### config.mk
export PLATFORM = sky130hd
export DESIGN_NAME = par_resolver
export DESIGN_NICKNAME = d
export VERILOG_FILES = /design/src/logic/par_pkg.sv /design/src/logic/par_resolver.sv
export VERILOG_INCLUDE_DIRS = /design/src /design/src/logic
export SDC_FILE = /design/constraint.sdc
export NUM_CORES = 1
export LEC_CHECK = 0
export ABC_CLOCK_PERIOD_IN_PS = 12800
export BUFFER_PORTS_ARGS = -buffer_cell sky130_fd_sc_hd__buf_4
export CAP_MARGIN = 20
export CELL_PAD_IN_SITES_DETAIL_PLACEMENT = 1
export CELL_PAD_IN_SITES_GLOBAL_PLACEMENT = 1
export CORE_MARGIN = 8
export CORE_UTILIZATION = 51
export CTS_BUF_LIST = sky130_fd_sc_hd__clkbuf_16
export DETAILED_ROUTE_END_ITERATION = 10
export PLACE_DENSITY = 0.95
export SYNTH_ARGS = -nofsm -noshare
export SYNTH_HDL_FRONTEND = slang
export SYNTH_SLANG_ARGS = --single-unit
### constraint.sdc
create_clock -name clock_i -period 12.8 [get_ports clock_i]
set_clock_uncertainty 0.05 [all_clocks]
set_input_delay 2.56 -clock clock_i [delete_from_list [all_inputs] [get_ports clock_i]]
set_output_delay 2.56 -clock clock_i [all_outputs]
set_load 0.1 [all_outputs]
### src/logic/par_cfg.svh
// Constants of the private address resolver: offsets, fields, timing.
// Assumes a 50 MHz system clock and APB byte addresses in paddr[11:0].
`ifndef PAR_CFG_SVH
`define PAR_CFG_SVH

`define PAR_OFS_START 12'h000
`define PAR_OFS_STOP 12'h008
`define PAR_OFS_END 12'h100
`define PAR_OFS_MATCH 12'h104
`define PAR_OFS_NOMATCH 12'h108
`define PAR_OFS_IRQ_SET 12'h304
`define PAR_OFS_IRQ_CLR 12'h308
`define PAR_OFS_INDEX 12'h400
`define PAR_OFS_ENABLE 12'h500
`define PAR_OFS_COUNT 12'h504
`define PAR_OFS_KEY_PTR 12'h508
`define PAR_OFS_ADDR_PTR 12'h510
`define PAR_OFS_SCR_PTR 12'h514
`define PAR_OFS_PENDING 12'h600
`define PAR_OFS_EV_CLR 12'h604

`define PAR_EV_END 0
`define PAR_EV_MATCH 1
`define PAR_EV_NOMATCH 2

`define PAR_ENABLE_OFF 2'h0
`define PAR_ENABLE_ON 2'h3
`define PAR_COUNT_RST 5'h01
`define PAR_KEYS_MAX 16
`define PAR_KEY_BYTES 32'h10

`define PAR_CLK_PERIOD_NS 20
`define PAR_PER_KEY_NS 6000
`define PAR_OVERHEAD_NS 1000
`define PAR_PER_KEY_CYC (`PAR_PER_KEY_NS / `PAR_CLK_PERIOD_NS)
`define PAR_OVERHEAD_CYC (`PAR_OVERHEAD_NS / `PAR_CLK_PERIOD_NS)

`endif

### src/logic/par_pkg.sv
// Types of the private address resolver.
// Assumes the constants header is included by the design file.
package par_pkg;

  typedef enum logic [2:0] {
    PAR_IDLE,
    PAR_ADDR,
    PAR_KEY,
    PAR_SCR,
    PAR_PAD,
    PAR_DONE
  } par_state_t;

  typedef struct packed {
    par_state_t st;
    logic [1:0] enable;
    logic [4:0] key_count;
    logic [31:0] key_ptr;
    logic [31:0] addr_ptr;
    logic [31:0] scr_ptr;
    logic [3:0] match_idx;
    logic [2:0] ev;
    logic [2:0] irq_en;
    logic [3:0] key_idx;
    logic [1:0] word;
    logic [127:0] key;
    logic [47:0] rx_addr;
    logic [12:0] tmr;
    logic stop_req;
    logic mem_req;
    logic mem_we;
    logic [31:0] mem_addr;
    logic [31:0] mem_wdata;
    logic pready;
    logic [31:0] prdata;
    logic pslverr;
    logic irq;
  } par_regs_t;

endpackage

### src/logic/par_resolver.sv
// Private address resolver: APB register file, RAM master and sequencer.
// Assumes a single-word RAM port on the same clock that acks each
// request with a one-cycle pulse, and word-aligned pointers.
//
// Added by the designer: the APB slave port.
`timescale 1ns/1ns
`include "par_cfg.svh"

module par_resolver
  import par_pkg::*;
#(
  parameter int MAX_KEYS = `PAR_KEYS_MAX,
  parameter int PER_KEY_CYC = `PAR_PER_KEY_CYC,
  parameter int OVERHEAD_CYC = `PAR_OVERHEAD_CYC
) (
  // Clock and reset
  input wire logic clock_i,
  input wire logic nrst_i,
  // APB slave
  input wire logic psel_i,
  input wire logic penable_i,
  input wire logic pwrite_i,
  input wire logic [11:0] paddr_i,
  input wire logic [31:0] pwdata_i,
  output logic [31:0] prdata_o,
  output logic pready_o,
  output logic pslverr_o,
  // RAM master
  output logic mem_req_o,
  output logic mem_we_o,
  output logic [31:0] mem_addr_o,
  output logic [31:0] mem_wdata_o,
  input wire logic mem_ack_i,
  input wire logic [31:0] mem_rdata_i,
  // Interrupt
  output logic irq_o
);

  par_regs_t r;
  par_regs_t n;

  // Stand-in for the cipher core: folds key and random part to 24 bits.
  // Same in and out widths as the real hash, so the compare is unchanged.
  function automatic logic [23:0] par_hash(
    input logic [127:0] key,
    input logic [23:0] prand
  );
    logic [143:0] wide;
    logic [23:0] h;
    wide = {16'h0000, key};
    h = prand;
    for (int i = 0; i < 6; i++) begin
      h = {h[22:0], h[23]} ^ wide[24*i +: 24];
    end
    return h;
  endfunction

  // Out-of-range counts are clamped so the walk always ends.
  function automatic logic [4:0] par_eff_count(input logic [4:0] k);
    if (k == 5'h00) begin
      return 5'h01;
    end else if (k > 5'(MAX_KEYS)) begin
      return 5'(MAX_KEYS);
    end else begin
      return k;
    end
  endfunction

  // Earliest cycle at which key idx may finish.
  function automatic logic [12:0] par_target(input logic [3:0] idx);
    int t;
    t = OVERHEAD_CYC + (int'(idx) + 1) * PER_KEY_CYC - 1;
    return 13'(t);
  endfunction

  always_comb begin
    logic access;
    logic wr;
    logic [31:0] rdata;
    logic hit;
    logic busy;
    logic [23:0] hash;
    logic [4:0] cnt;
    access = psel_i & penable_i;
    wr = access & r.pready & pwrite_i;
    rdata = 32'h0000_0000;
    hit = 1'b1;
    busy = (r.st != PAR_IDLE);
    hash = par_hash(r.key, r.rx_addr[47:24]);
    cnt = par_eff_count(r.key_count);
    n = r;
    n.pready = 1'b0;
    n.pslverr = 1'b0;

    // Register read decode
    if (paddr_i == `PAR_OFS_START) begin
      rdata = 32'h0000_0000;
    end else if (paddr_i == `PAR_OFS_STOP) begin
      rdata = 32'h0000_0000;
    end else if (paddr_i == `PAR_OFS_END) begin
      rdata = {31'h0, r.ev[`PAR_EV_END]};
    end else if (paddr_i == `PAR_OFS_MATCH) begin
      rdata = {31'h0, r.ev[`PAR_EV_MATCH]};
    end else if (paddr_i == `PAR_OFS_NOMATCH) begin
      rdata = {31'h0, r.ev[`PAR_EV_NOMATCH]};
    end else if (paddr_i == `PAR_OFS_IRQ_SET) begin
      rdata = {29'h0, r.irq_en};
    end else if (paddr_i == `PAR_OFS_IRQ_CLR) begin
      rdata = {29'h0, r.irq_en};
    end else if (paddr_i == `PAR_OFS_INDEX) begin
      rdata = {28'h0, r.match_idx};
    end else if (paddr_i == `PAR_OFS_ENABLE) begin
      rdata = {30'h0, r.enable};
    end else if (paddr_i == `PAR_OFS_COUNT) begin
      rdata = {27'h0, r.key_count};
    end else if (paddr_i == `PAR_OFS_KEY_PTR) begin
      rdata = r.key_ptr;
    end else if (paddr_i == `PAR_OFS_ADDR_PTR) begin
      rdata = r.addr_ptr;
    end else if (paddr_i == `PAR_OFS_SCR_PTR) begin
      rdata = r.scr_ptr;
    end else if (paddr_i == `PAR_OFS_PENDING) begin
      rdata = {29'h0, r.ev};
    end else if (paddr_i == `PAR_OFS_EV_CLR) begin
      rdata = 32'h0000_0000;
    end else begin
      hit = 1'b0;
    end

    // One wait state: data and error are registered on the same edge as pready
    if (access && !r.pready) begin
      n.pready = 1'b1;
      n.prdata = pwrite_i ? 32'h0000_0000 : rdata;
      n.pslverr = ~hit;
    end

    // Writes land on the edge that completes the access
    if (wr) begin
      if (paddr_i == `PAR_OFS_START) begin
        if (pwdata_i[0] && !busy && r.enable == `PAR_ENABLE_ON) begin
          n.st = PAR_ADDR;
          n.key_idx = 4'h0;
          n.word = 2'h0;
          n.tmr = 13'h0000;
          n.stop_req = 1'b0;
        end
      end else if (paddr_i == `PAR_OFS_STOP) begin
        if (pwdata_i[0] && busy) begin
          n.stop_req = 1'b1;
        end
      end else if (paddr_i == `PAR_OFS_END) begin
        if (!pwdata_i[0]) begin
          n.ev[`PAR_EV_END] = 1'b0;
        end
      end else if (paddr_i == `PAR_OFS_MATCH) begin
        if (!pwdata_i[0]) begin
          n.ev[`PAR_EV_MATCH] = 1'b0;
        end
      end else if (paddr_i == `PAR_OFS_NOMATCH) begin
        if (!pwdata_i[0]) begin
          n.ev[`PAR_EV_NOMATCH] = 1'b0;
        end
      end else if (paddr_i == `PAR_OFS_IRQ_SET) begin
        n.irq_en = r.irq_en | pwdata_i[2:0];
      end else if (paddr_i == `PAR_OFS_IRQ_CLR) begin
        n.irq_en = r.irq_en & ~pwdata_i[2:0];
      end else if (paddr_i == `PAR_OFS_ENABLE) begin
        n.enable = pwdata_i[1:0];
      end else if (paddr_i == `PAR_OFS_COUNT) begin
        n.key_count = pwdata_i[4:0];
      end else if (paddr_i == `PAR_OFS_KEY_PTR) begin
        n.key_ptr = pwdata_i;
      end else if (paddr_i == `PAR_OFS_ADDR_PTR) begin
        n.addr_ptr = pwdata_i;
      end else if (paddr_i == `PAR_OFS_SCR_PTR) begin
        n.scr_ptr = pwdata_i;
      end else if (paddr_i == `PAR_OFS_EV_CLR) begin
        n.ev = n.ev & ~pwdata_i[2:0];
      end
    end

    if (busy && r.tmr != 13'h1fff) begin
      n.tmr = r.tmr + 13'h0001;
    end

    // Stop is taken only between RAM accesses, never mid-transfer
    if (r.stop_req && !r.mem_req && busy && r.st != PAR_DONE) begin
      n.st = PAR_DONE;
    end else begin
      case (r.st)
        PAR_IDLE: begin
          n.mem_req = 1'b0;
        end
        PAR_ADDR: begin
          if (!r.mem_req) begin
            n.mem_req = 1'b1;
            n.mem_we = 1'b0;
            n.mem_addr = r.addr_ptr + {28'h0, r.word, 2'b00};
          end else if (mem_ack_i) begin
            n.mem_req = 1'b0;
            if (r.word == 2'h0) begin
              n.rx_addr[31:0] = mem_rdata_i;
              n.word = 2'h1;
            end else begin
              n.rx_addr[47:32] = mem_rdata_i[15:0];
              n.word = 2'h0;
              n.st = PAR_KEY;
            end
          end
        end
        PAR_KEY: begin
          if (!r.mem_req) begin
            n.mem_req = 1'b1;
            n.mem_we = 1'b0;
            n.mem_addr = r.key_ptr
              + (`PAR_KEY_BYTES * {28'h0, r.key_idx})
              + {28'h0, r.word, 2'b00};
          end else if (mem_ack_i) begin
            n.mem_req = 1'b0;
            n.key[32*r.word +: 32] = mem_rdata_i;
            n.word = r.word + 2'h1;
            if (r.word == 2'h3) begin
              n.st = PAR_SCR;
            end
          end
        end
        PAR_SCR: begin
          if (!r.mem_req) begin
            n.mem_req = 1'b1;
            n.mem_we = 1'b1;
            n.mem_addr = r.scr_ptr;
            n.mem_wdata = {8'h00, hash};
          end else if (mem_ack_i) begin
            n.mem_req = 1'b0;
            n.mem_we = 1'b0;
            n.st = PAR_PAD;
          end
        end
        PAR_PAD: begin
          if (r.tmr >= par_target(r.key_idx)) begin
            if (hash == r.rx_addr[23:0]) begin
              n.ev[`PAR_EV_MATCH] = 1'b1;
              n.match_idx = r.key_idx;
              n.st = PAR_DONE;
            end else if ({1'b0, r.key_idx} + 5'h01 >= cnt) begin
              n.ev[`PAR_EV_NOMATCH] = 1'b1;
              n.st = PAR_DONE;
            end else begin
              n.key_idx = r.key_idx + 4'h1;
              n.st = PAR_KEY;
            end
          end
        end
        PAR_DONE: begin
          n.ev[`PAR_EV_END] = 1'b1;
          n.stop_req = 1'b0;
          n.st = PAR_IDLE;
        end
        default: begin
          n.st = PAR_IDLE;
        end
      endcase
    end

    n.irq = |(n.ev & n.irq_en);
  end

  always_ff @(posedge clock_i or negedge nrst_i) begin
    if (!nrst_i) begin
      r.st <= PAR_IDLE;
      r.enable <= `PAR_ENABLE_OFF;
      r.key_count <= `PAR_COUNT_RST;
      r.key_ptr <= 32'h0000_0000;
      r.addr_ptr <= 32'h0000_0000;
      r.scr_ptr <= 32'h0000_0000;
      r.match_idx <= 4'h0;
      r.ev <= 3'h0;
      r.irq_en <= 3'h0;
      r.key_idx <= 4'h0;
      r.word <= 2'h0;
      r.key <= 128'h0;
      r.rx_addr <= 48'h0;
      r.tmr <= 13'h0000;
      r.stop_req <= 1'b0;
      r.mem_req <= 1'b0;
      r.mem_we <= 1'b0;
      r.mem_addr <= 32'h0000_0000;
      r.mem_wdata <= 32'h0000_0000;
      r.pready <= 1'b0;
      r.prdata <= 32'h0000_0000;
      r.pslverr <= 1'b0;
      r.irq <= 1'b0;
    end else begin
      r <= n;
    end
  end

  assign prdata_o = r.prdata;
  assign pready_o = r.pready;
  assign pslverr_o = r.pslverr;
  assign mem_req_o = r.mem_req;
  assign mem_we_o = r.mem_we;
  assign mem_addr_o = r.mem_addr;
  assign mem_wdata_o = r.mem_wdata;
  assign irq_o = r.irq;

endmodule // par_resolver

==> flow_metrics.py, run 1 <==
metrics = {
    "die": {
        "placementRows": 76,
        "fp.dieH_um": 223,
        "die_width_um": 223,
        "io_pins": 183,
        "dieArea_um2": 49700,
        "coreArea_um2": 42700,
        "start_util_pct": 51.1,
    },
    "outcome": {
        "outcome": "completed",
    },
    "placement": {
        "dpl_cell_area_um2": 23000,
        "gp_congestion": 0.892,
        "place_hpwl_um": 51300,
        "dp_slack_ps": 6840,
        "portBuffers": 174,
    },
    "detailed_routing": {
        "final_antenna_net_count": 0,
        "via_count": 18500,
        "avgRoutedWirePerCell_um": 29.6,
        "routed_wl_um": 82500,
        "drt_first_pass_iters": 6,
        "first_iter_violations": 2054,
        "route.detailed.drc": 0,
        "viasPerCell": 6.65,
    },
    "critical_path": {
        "start_kind": "register",
        "rr_startpoint": "r[293]$_DFF_PN0_",
        "critPathMaxStageDelay_ps": 690,
        "endpoint": "r[296]$_DFF_PN0_",
        "crit_family": "adder cells",
        "cp-startpoint": "r[293]$_DFF_PN0_",
        "cp_max_fo": 12,
        "slowest_stage": "dfrtp_1",
        "worstPathRequired_ps": 13230,
        "end_kind": "register",
        "cpMostUsedCell": "ha_1",
        "worstPathCellList": "ha_1 -> xor2_1 -> ha_1 -> inv_1 -> fa_1 -> inv_1 -> ha_1 -> a31oi_1 -> o21bai_1 -> xor2_1 -> and4_1 -> nand3_1 -> xor2_1 -> ha_1 -> nand2_1 -> nor3_1 -> a221o_1 -> a21oi_1 -> a21oi_1 -> nand2_1 -> nor3_4 -> mux2_4",
        "regToRegEndpoint": "r[296]$_DFF_PN0_",
        "path_depth": 22,
        "reg2reg_depth": 22,
        "path_class": "reg2reg",
        "crit_buf_inv": 2,
        "rrSetupSlack_ps": 6490,
        "worstPathArrival_ps": 6730,
    },
    "power_and_ir_drop": {
        "leakage_nw": 11.7,
        "p_int_w": 0.00202,
        "ir_drop_mv": 0.106,
        "power_frac_comb_pct": 4.0,
        "p_per_area_nw_per_um2": 109,
        "switching_power_w": 0.000667,
        "clkPwrFrac_pct": 48.3,
        "switching_share_pct": 24.8,
        "pwr-share-seq_pct": 47.7,
    },
    "sta": {
        "report.final.setup_viol": 0,
        "hold_viol": 0,
        "fin_crit_sh_pct": 49.3,
        "drv_slew": 0,
        "period_minus_slack_ps": 6310,
        "rsz0062_at_grt": "no",
        "setup_ws_ps": 6490,
        "tns_ps": 0,
        "worst_pin_slew_ps": 1020,
        "relSlewSlack_pct": 31.7,
        "fmax_ghz": 0.159,
        "timing.hold.ws_ps": 453,
    },
    "synthesis": {
        "synth.most_common_cell": "dfrtp_1",
        "synthDistinctLibCells": 71,
        "ys_seq_elements": 405,
        "synthArstFlopShare_pct": 100,
        "synth_top_area_share_pct": 46.3,
        "synth-edff-count": 0,
        "syn-cell-area_um2": 21800,
        "yosys_warnings": 0,
        "yosysSeqAreaShare_pct": 46.4,
        "yosysTopAreaCell": "dfrtp_1",
        "avgSynthCellArea_um2": 10.2,
        "synthFlopType": "dfrtp_1",
        "synthCells": 2140,
        "netlist_top_cells_area": "dfrtp_1, mux2_2, nand2_1",
        "synthTopCellsByCount": "dfrtp_1, nand2_1, o21ai_0",
    },
    "global_routing": {
        "track_usage_pct": 32.3,
        "grt_max_degree": 157,
        "grt_overflow": 0,
        "grt_pass1_vias": 20500,
        "grt_pass1_wl_um": 125000,
        "antenna_found_initial": 1,
    },
    "clock_tree": {
        "post_cts_buffers": 0,
        "cts_root_buf": "clkbuf_16",
        "clkSinkCount": 405,
        "htreeDepth": 2,
        "cts_buffer_depth": 3,
        "cts.clk_slew.worst_paths_ps": 70,
        "insertion_delay_ps": 600,
        "cts_tree": "yes",
        "cts-hold-fix-buffers": 0,
        "numCtsBuffers": 45,
        "post_cts_resized": 0,
    },
    "layout": {
        "nets": 2342,
        "synthToLayoutAreaGrowth_pct": 12.4,
        "drive_gt1_share_pct": 20.3,
        "final_util_pct": 57.4,
        "final_area_um2": 24500,
    },
    "flow_run": {
        "maxCapViolCount": 0,
    },
    "worst_hold_path": {
        "min_path_type": "reg2reg",
    },
}
worst register-to-register path: cells and delay by family (launching register included):
family | cells | cell delay (ps)
XOR/XNOR | 3 | 1030
adder cells (fa/ha/maj) | 5 | 1710
flip-flops | 1 | 690
AND/OR/NAND/NOR | 6 | 1300
multiplexers | 1 | 360
AO/OA/AOI/OAI | 5 | 940
buffers and inverters | 2 | 120
worst min-delay path by stage:
| stage | start | end | slack [ps] | cells past startpoint |
|---|---|---|---|---|
| floorplan | prdata_o[1]$_DFFE_PN0P_ | prdata_o[1]$_DFFE_PN0P_ | 390 | 2 |
| global placement | register | register | 410 | 2 |
| detailed placement | prdata_o[14]$_DFFE_PN0P_ | prdata_o[14]$_DFFE_PN0P_ | 430 | 2 |
| CTS | mem_addr_o[8]$_DFFE_PN0P_ | mem_addr_o[8]$_DFFE_PN0P_ | 450 | 2 |
| global route | mem_addr_o[8]$_DFFE_PN0P_ | mem_addr_o[8]$_DFFE_PN0P_ | 470 | 2 |
| finish | register | register | 450 | 2 |
placed cells by master, fill, tap and decap left out, types with 9 or more instances in the layout:
| cell type | n |
|---|---|
| a21o_1 | 15 |
| a21oi_1 | 51 |
| a221oi_1 | 12 |
| a222oi_1 | 11 |
| a22oi_1 | 30 |
| and3_1 | 20 |
| buf_4 | 197 |
| clkbuf_16 | 46 |
| clkinv_1 | 13 |
| dfrtp_1 | 404 |
| ha_1 | 52 |
| inv_1 | 48 |
| mux2_1 | 45 |
| mux2_2 | 155 |
| nand2_1 | 372 |
| nand2b_1 | 13 |
| nand3_1 | 33 |
| nand4_1 | 14 |
| nor2_1 | 60 |
| nor3_1 | 27 |
| o21ai_0 | 197 |
| o21ai_1 | 25 |
| or3_1 | 9 |
| xnor2_1 | 135 |
| xnor3_1 | 15 |
| xor2_1 | 62 |
metrics by stage:
| step | cells | total power [W] |
|---|---|---|
| finish | 2788 | 0.00268 |
| global route | 2786 | 0.00273 |
| CTS | 2776 | 0.00268 |
| detailed placement | 2693 | 0.00141 |
| global placement | 2693 | 0.00140 |
| floorplan | 2147 | 0.00134 |
cell type report:
type | instances | area (µm²)
Inverter | 36 | 135
Timing Repair Buffer | 207 | 1650
Clock buffer | 46 | 1150
Clock inverter | 37 | 251
Multi-Input combinational cell | 1508 | 10500
Fill cell | 4591 | 18200
Sequential cell | 405 | 10100
Tap cell | 546 | 683
Antenna cell | 3 | 7.51
power groups by stage:
| stage | logic [W] | registers [W] | clock network (W) |
|---|---|---|---|
| 6_report | 0.000107 | 0.00128 | 0.00130 |
| 4_1_cts | 0.000104 | 0.00128 | 0.00129 |
| 3_5_place_dp | 0.000103 | 0.00130 | 0 |
| 3_3_place_gp | 0.0000993 | 0.00130 | 0 |
| 5_1_grt | 0.000113 | 0.00128 | 0.00133 |
| 2_1_floorplan | 0.0000279 | 0.00131 | 0 |
layer usage:
layer,share of wire (%),vias up,global-route usage [%],wire [µm]
met5,0,-,0.302,0
met2,49,1241,54.5,40400
met4,7.2,0,22.7,5980
met1,36,9417,36.1,29500
met3,8.1,417,7.07,6690
li1,-,7461,-,-
cells by family after synthesis:
group | after synthesis | share of synthesized area [%]
fa+ha+maj | 57 | 3.44
buf+inv | 234 | 5.73
other cells | 1 | 0.0172
simple gates | 616 | 12.9
flops | 405 | 46.4
compound gates | 407 | 11.3
mux | 208 | 10.7
xor+xnor | 212 | 9.45
Note: power is estimated with default switching activity, not from simulation.
==> inputs of run 2 (changes only) <==
--- a/config.mk
+++ b/config.mk
@@ -6,16 +6,16 @@
 export SDC_FILE = /design/constraint.sdc
 export NUM_CORES = 1
 export LEC_CHECK = 0
-export ABC_CLOCK_PERIOD_IN_PS = 12800
+export ABC_CLOCK_PERIOD_IN_PS = 6100
 export BUFFER_PORTS_ARGS = -buffer_cell sky130_fd_sc_hd__buf_4
 export CAP_MARGIN = 20
 export CELL_PAD_IN_SITES_DETAIL_PLACEMENT = 1
 export CELL_PAD_IN_SITES_GLOBAL_PLACEMENT = 1
 export CORE_MARGIN = 8
-export CORE_UTILIZATION = 51
+export CORE_UTILIZATION = 48
 export CTS_BUF_LIST = sky130_fd_sc_hd__clkbuf_16
 export DETAILED_ROUTE_END_ITERATION = 10
-export PLACE_DENSITY = 0.95
+export PLACE_DENSITY = 0.91
 export SYNTH_ARGS = -nofsm -noshare
 export SYNTH_HDL_FRONTEND = slang
 export SYNTH_SLANG_ARGS = --single-unit
==> constraint.sdc (replaced) <==
create_clock -name clock_i -period 6.1 [get_ports clock_i]
set_clock_uncertainty 0.05 [all_clocks]
set_input_delay 1.22 -clock clock_i [delete_from_list [all_inputs] [get_ports clock_i]]
set_output_delay 1.22 -clock clock_i [all_outputs]
set_load 0.1 [all_outputs]
==> run 2 against run 1 <==
  * Die area is 5.8% higher
  * Clock power is 110% higher
  * Sequential power rose by 110%
  * Sequential cell count unchanged
  * Non-clock buffer count is 2 higher
  * Power increased by 110%
  * Via count shrank 3.3%
  * First-iteration DRC count down 10%
  * Critical path type unchanged
==> flow_metrics.py, run 2 (synthesized netlist as in run 1, its figures left out) <==
metrics = {
    "outcome": {
        "outcome": "completed",
    },
    "placement": {
        "place_hpwl_um": 50000,
        "dp_slack_ps": 311,
        "portBuffers": 174,
        "gp_congestion": 0.897,
    },
    "global_routing": {
        "use_met3_pct": 5.67,
        "met1_usage_pct": 34.0,
        "grt_pass1_vias": 19800,
        "grtUsageMet2_pct": 48.0,
        "antenna_found_initial": 2,
        "track_usage_pct": 28.5,
        "grt_max_degree": 115,
        "grt_overflow": 0,
        "grt.busiest_layer": "met2",
        "grt_pass1_wl_um": 118000,
    },
    "sta": {
        "hold_viol": 0,
        "worst_pin_slew_ps": 985,
        "period_minus_slack_ps": 5730,
        "tns_ps": 0,
        "setup_ws_ps": 367,
        "drv_slew": 0,
        "relSlewSlack_pct": 34.1,
        "fin_crit_sh_pct": 94.0,
        "fmax_ghz": 0.174,
        "report.final.setup_viol": 0,
        "rsz0062_at_grt": "no",
    },
    "critical_path": {
        "cp_max_fo": 6,
        "critPathMaxStageDelay_ps": 530,
        "start_kind": "register",
        "end_kind": "register",
        "path_class": "reg2reg",
        "cp-startpoint": "r[294]$_DFF_PN0_",
        "crit_buf_inv": 2,
        "worstPathCellList": "ha_1 -> and3_1 -> ha_1 -> inv_1 -> fa_1 -> inv_1 -> ha_1 -> a31oi_1 -> o21bai_1 -> a21o_1 -> a21oi_1 -> xnor2_1 -> nand3_1 -> xor2_1 -> ha_1 -> nand2_1 -> nor3_1 -> a221o_1 -> a21oi_1 -> a21oi_1 -> nand2_1 -> nor3_4 -> mux2_4",
        "reg2reg_depth": 23,
        "crit_family": "adder cells",
        "worstPathRequired_ps": 6530,
        "worstPathArrival_ps": 6160,
        "path_depth": 23,
        "slowest_stage": "fa_1",
        "rr_startpoint": "r[294]$_DFF_PN0_",
        "cpMostUsedCell": "ha_1",
    },
    "power_and_ir_drop": {
        "ir_drop_mv": 0.206,
        "finalPower_w": 0.00558,
        "leakage_nw": 11.7,
        "p_per_area_nw_per_um2": 227,
    },
    "detailed_routing": {
        "first_iter_violations": 1844,
        "drt_first_pass_iters": 7,
        "route.detailed.drc": 0,
        "viasPerCell": 6.32,
        "via_count": 17900,
        "avgRoutedWirePerCell_um": 26.9,
        "final_antenna_net_count": 0,
        "routed_wl_um": 76400,
    },
    "clock_tree": {
        "cts-hold-fix-buffers": 0,
        "clkSinkCount": 405,
        "cts_root_buf": "clkbuf_16",
        "cts_buffer_depth": 3,
        "post_cts_buffers": 0,
        "htreeDepth": 2,
        "insertion_delay_ps": 590,
        "cts.clk_slew.worst_paths_ps": 60,
        "numCtsBuffers": 44,
        "cts_tree": "yes",
    },
    "flow_run": {
        "maxCapViolCount": 0,
    },
    "layout": {
        "final_common_cell": "dfrtp_1",
        "fillers": 4891,
        "nets": 2343,
        "drive_gt1_share_pct": 20.7,
        "final_cell_mix": "dfrtp_1, nand2_1, buf_4, o21ai_0, mux2_2",
        "synthToLayoutAreaGrowth_pct": 12.7,
    },
    "die": {
        "fp.dieH_um": 229,
        "dieArea_um2": 52600,
        "coreArea_um2": 45200,
        "placementRows": 78,
        "io_pins": 183,
        "start_util_pct": 48.3,
        "die_width_um": 229,
    },
    "worst_hold_path": {
        "hold_depth": 2,
        "min_path_type": "reg2reg",
        "hp-start": "prdata_o[13]$_DFFE_PN0P_",
    },
}
==> run 2: cell type report <==
cell class,instances,area [µm²],share of cell area [%]
Inverter,36,135,0.549
Clock inverter,32,258,1.05
Timing Repair Buffer,209,1670,6.78
Tap cell,600,751,3.05
Clock buffer,45,1130,4.58
Sequential cell,405,10100,41.2
Multi-Input combinational cell,1508,10500,42.8
Antenna cell,2,5.00,0.0203
==> run 2: per-stage QoR <==
stage	util [%]	instances	hold slack (ps)	cell area, µm²
4_1_cts	54.1	2828	449	24500
5_1_grt	54.4	2835	474	24600
2_1_floorplan	-	2147	390	21900
3_3_place_gp	51.1	2751	416	23100
6_report	54.5	2837	451	24600
3_5_place_dp	51.1	2751	436	23100
==> run 2: path summary, 6_finish.rpt <==
check	slack [ps]	endpoint
max	370	r[295]$_DFF_PN0_
min	450	prdata_o[13]$_DFFE_PN0P_
max reg2reg	370	r[295]$_DFF_PN0_
min reg2reg	450	prdata_o[13]$_DFFE_PN0P_
max in group asynchronous	3870	prdata_o[16]$_DFFE_PN0P_
min in group asynchronous	640	async pin
==> run 2: tightest hold or removal path, delay by kind of cell, from the launching register on <==
| family | cells | cell delay, ps |
|---|---|---|
| flops | 1 | 350 |
| simple gates | 1 | 50 |
| compound gates | 1 | 60 |
==> run 2: metal layers <==
metal | vias to the layer above | wire length (µm)
met1 | 9204 | 28900
met2 | 928 | 37400
met5 | - | 0
met3 | 335 | 5490
li1 | 7456 | -
met4 | 0 | 4590
==> run 2: what timing repair did <==
item	CTS	global route
endpoints found under the hold margin	0	0
endpoints found under the setup margin	0	6
gates resized for setup	0	2
==> run 2: report_power, final <==
part           switching, W  leakage, nW  total (W)  internal (W)
Combinational      0.000171         5.41   0.000224     0.0000533
Clock               0.00116        0.704    0.00267       0.00151
Sequential      0.000000798         5.61    0.00269       0.00269
Total               0.00133         11.7    0.00558       0.00425
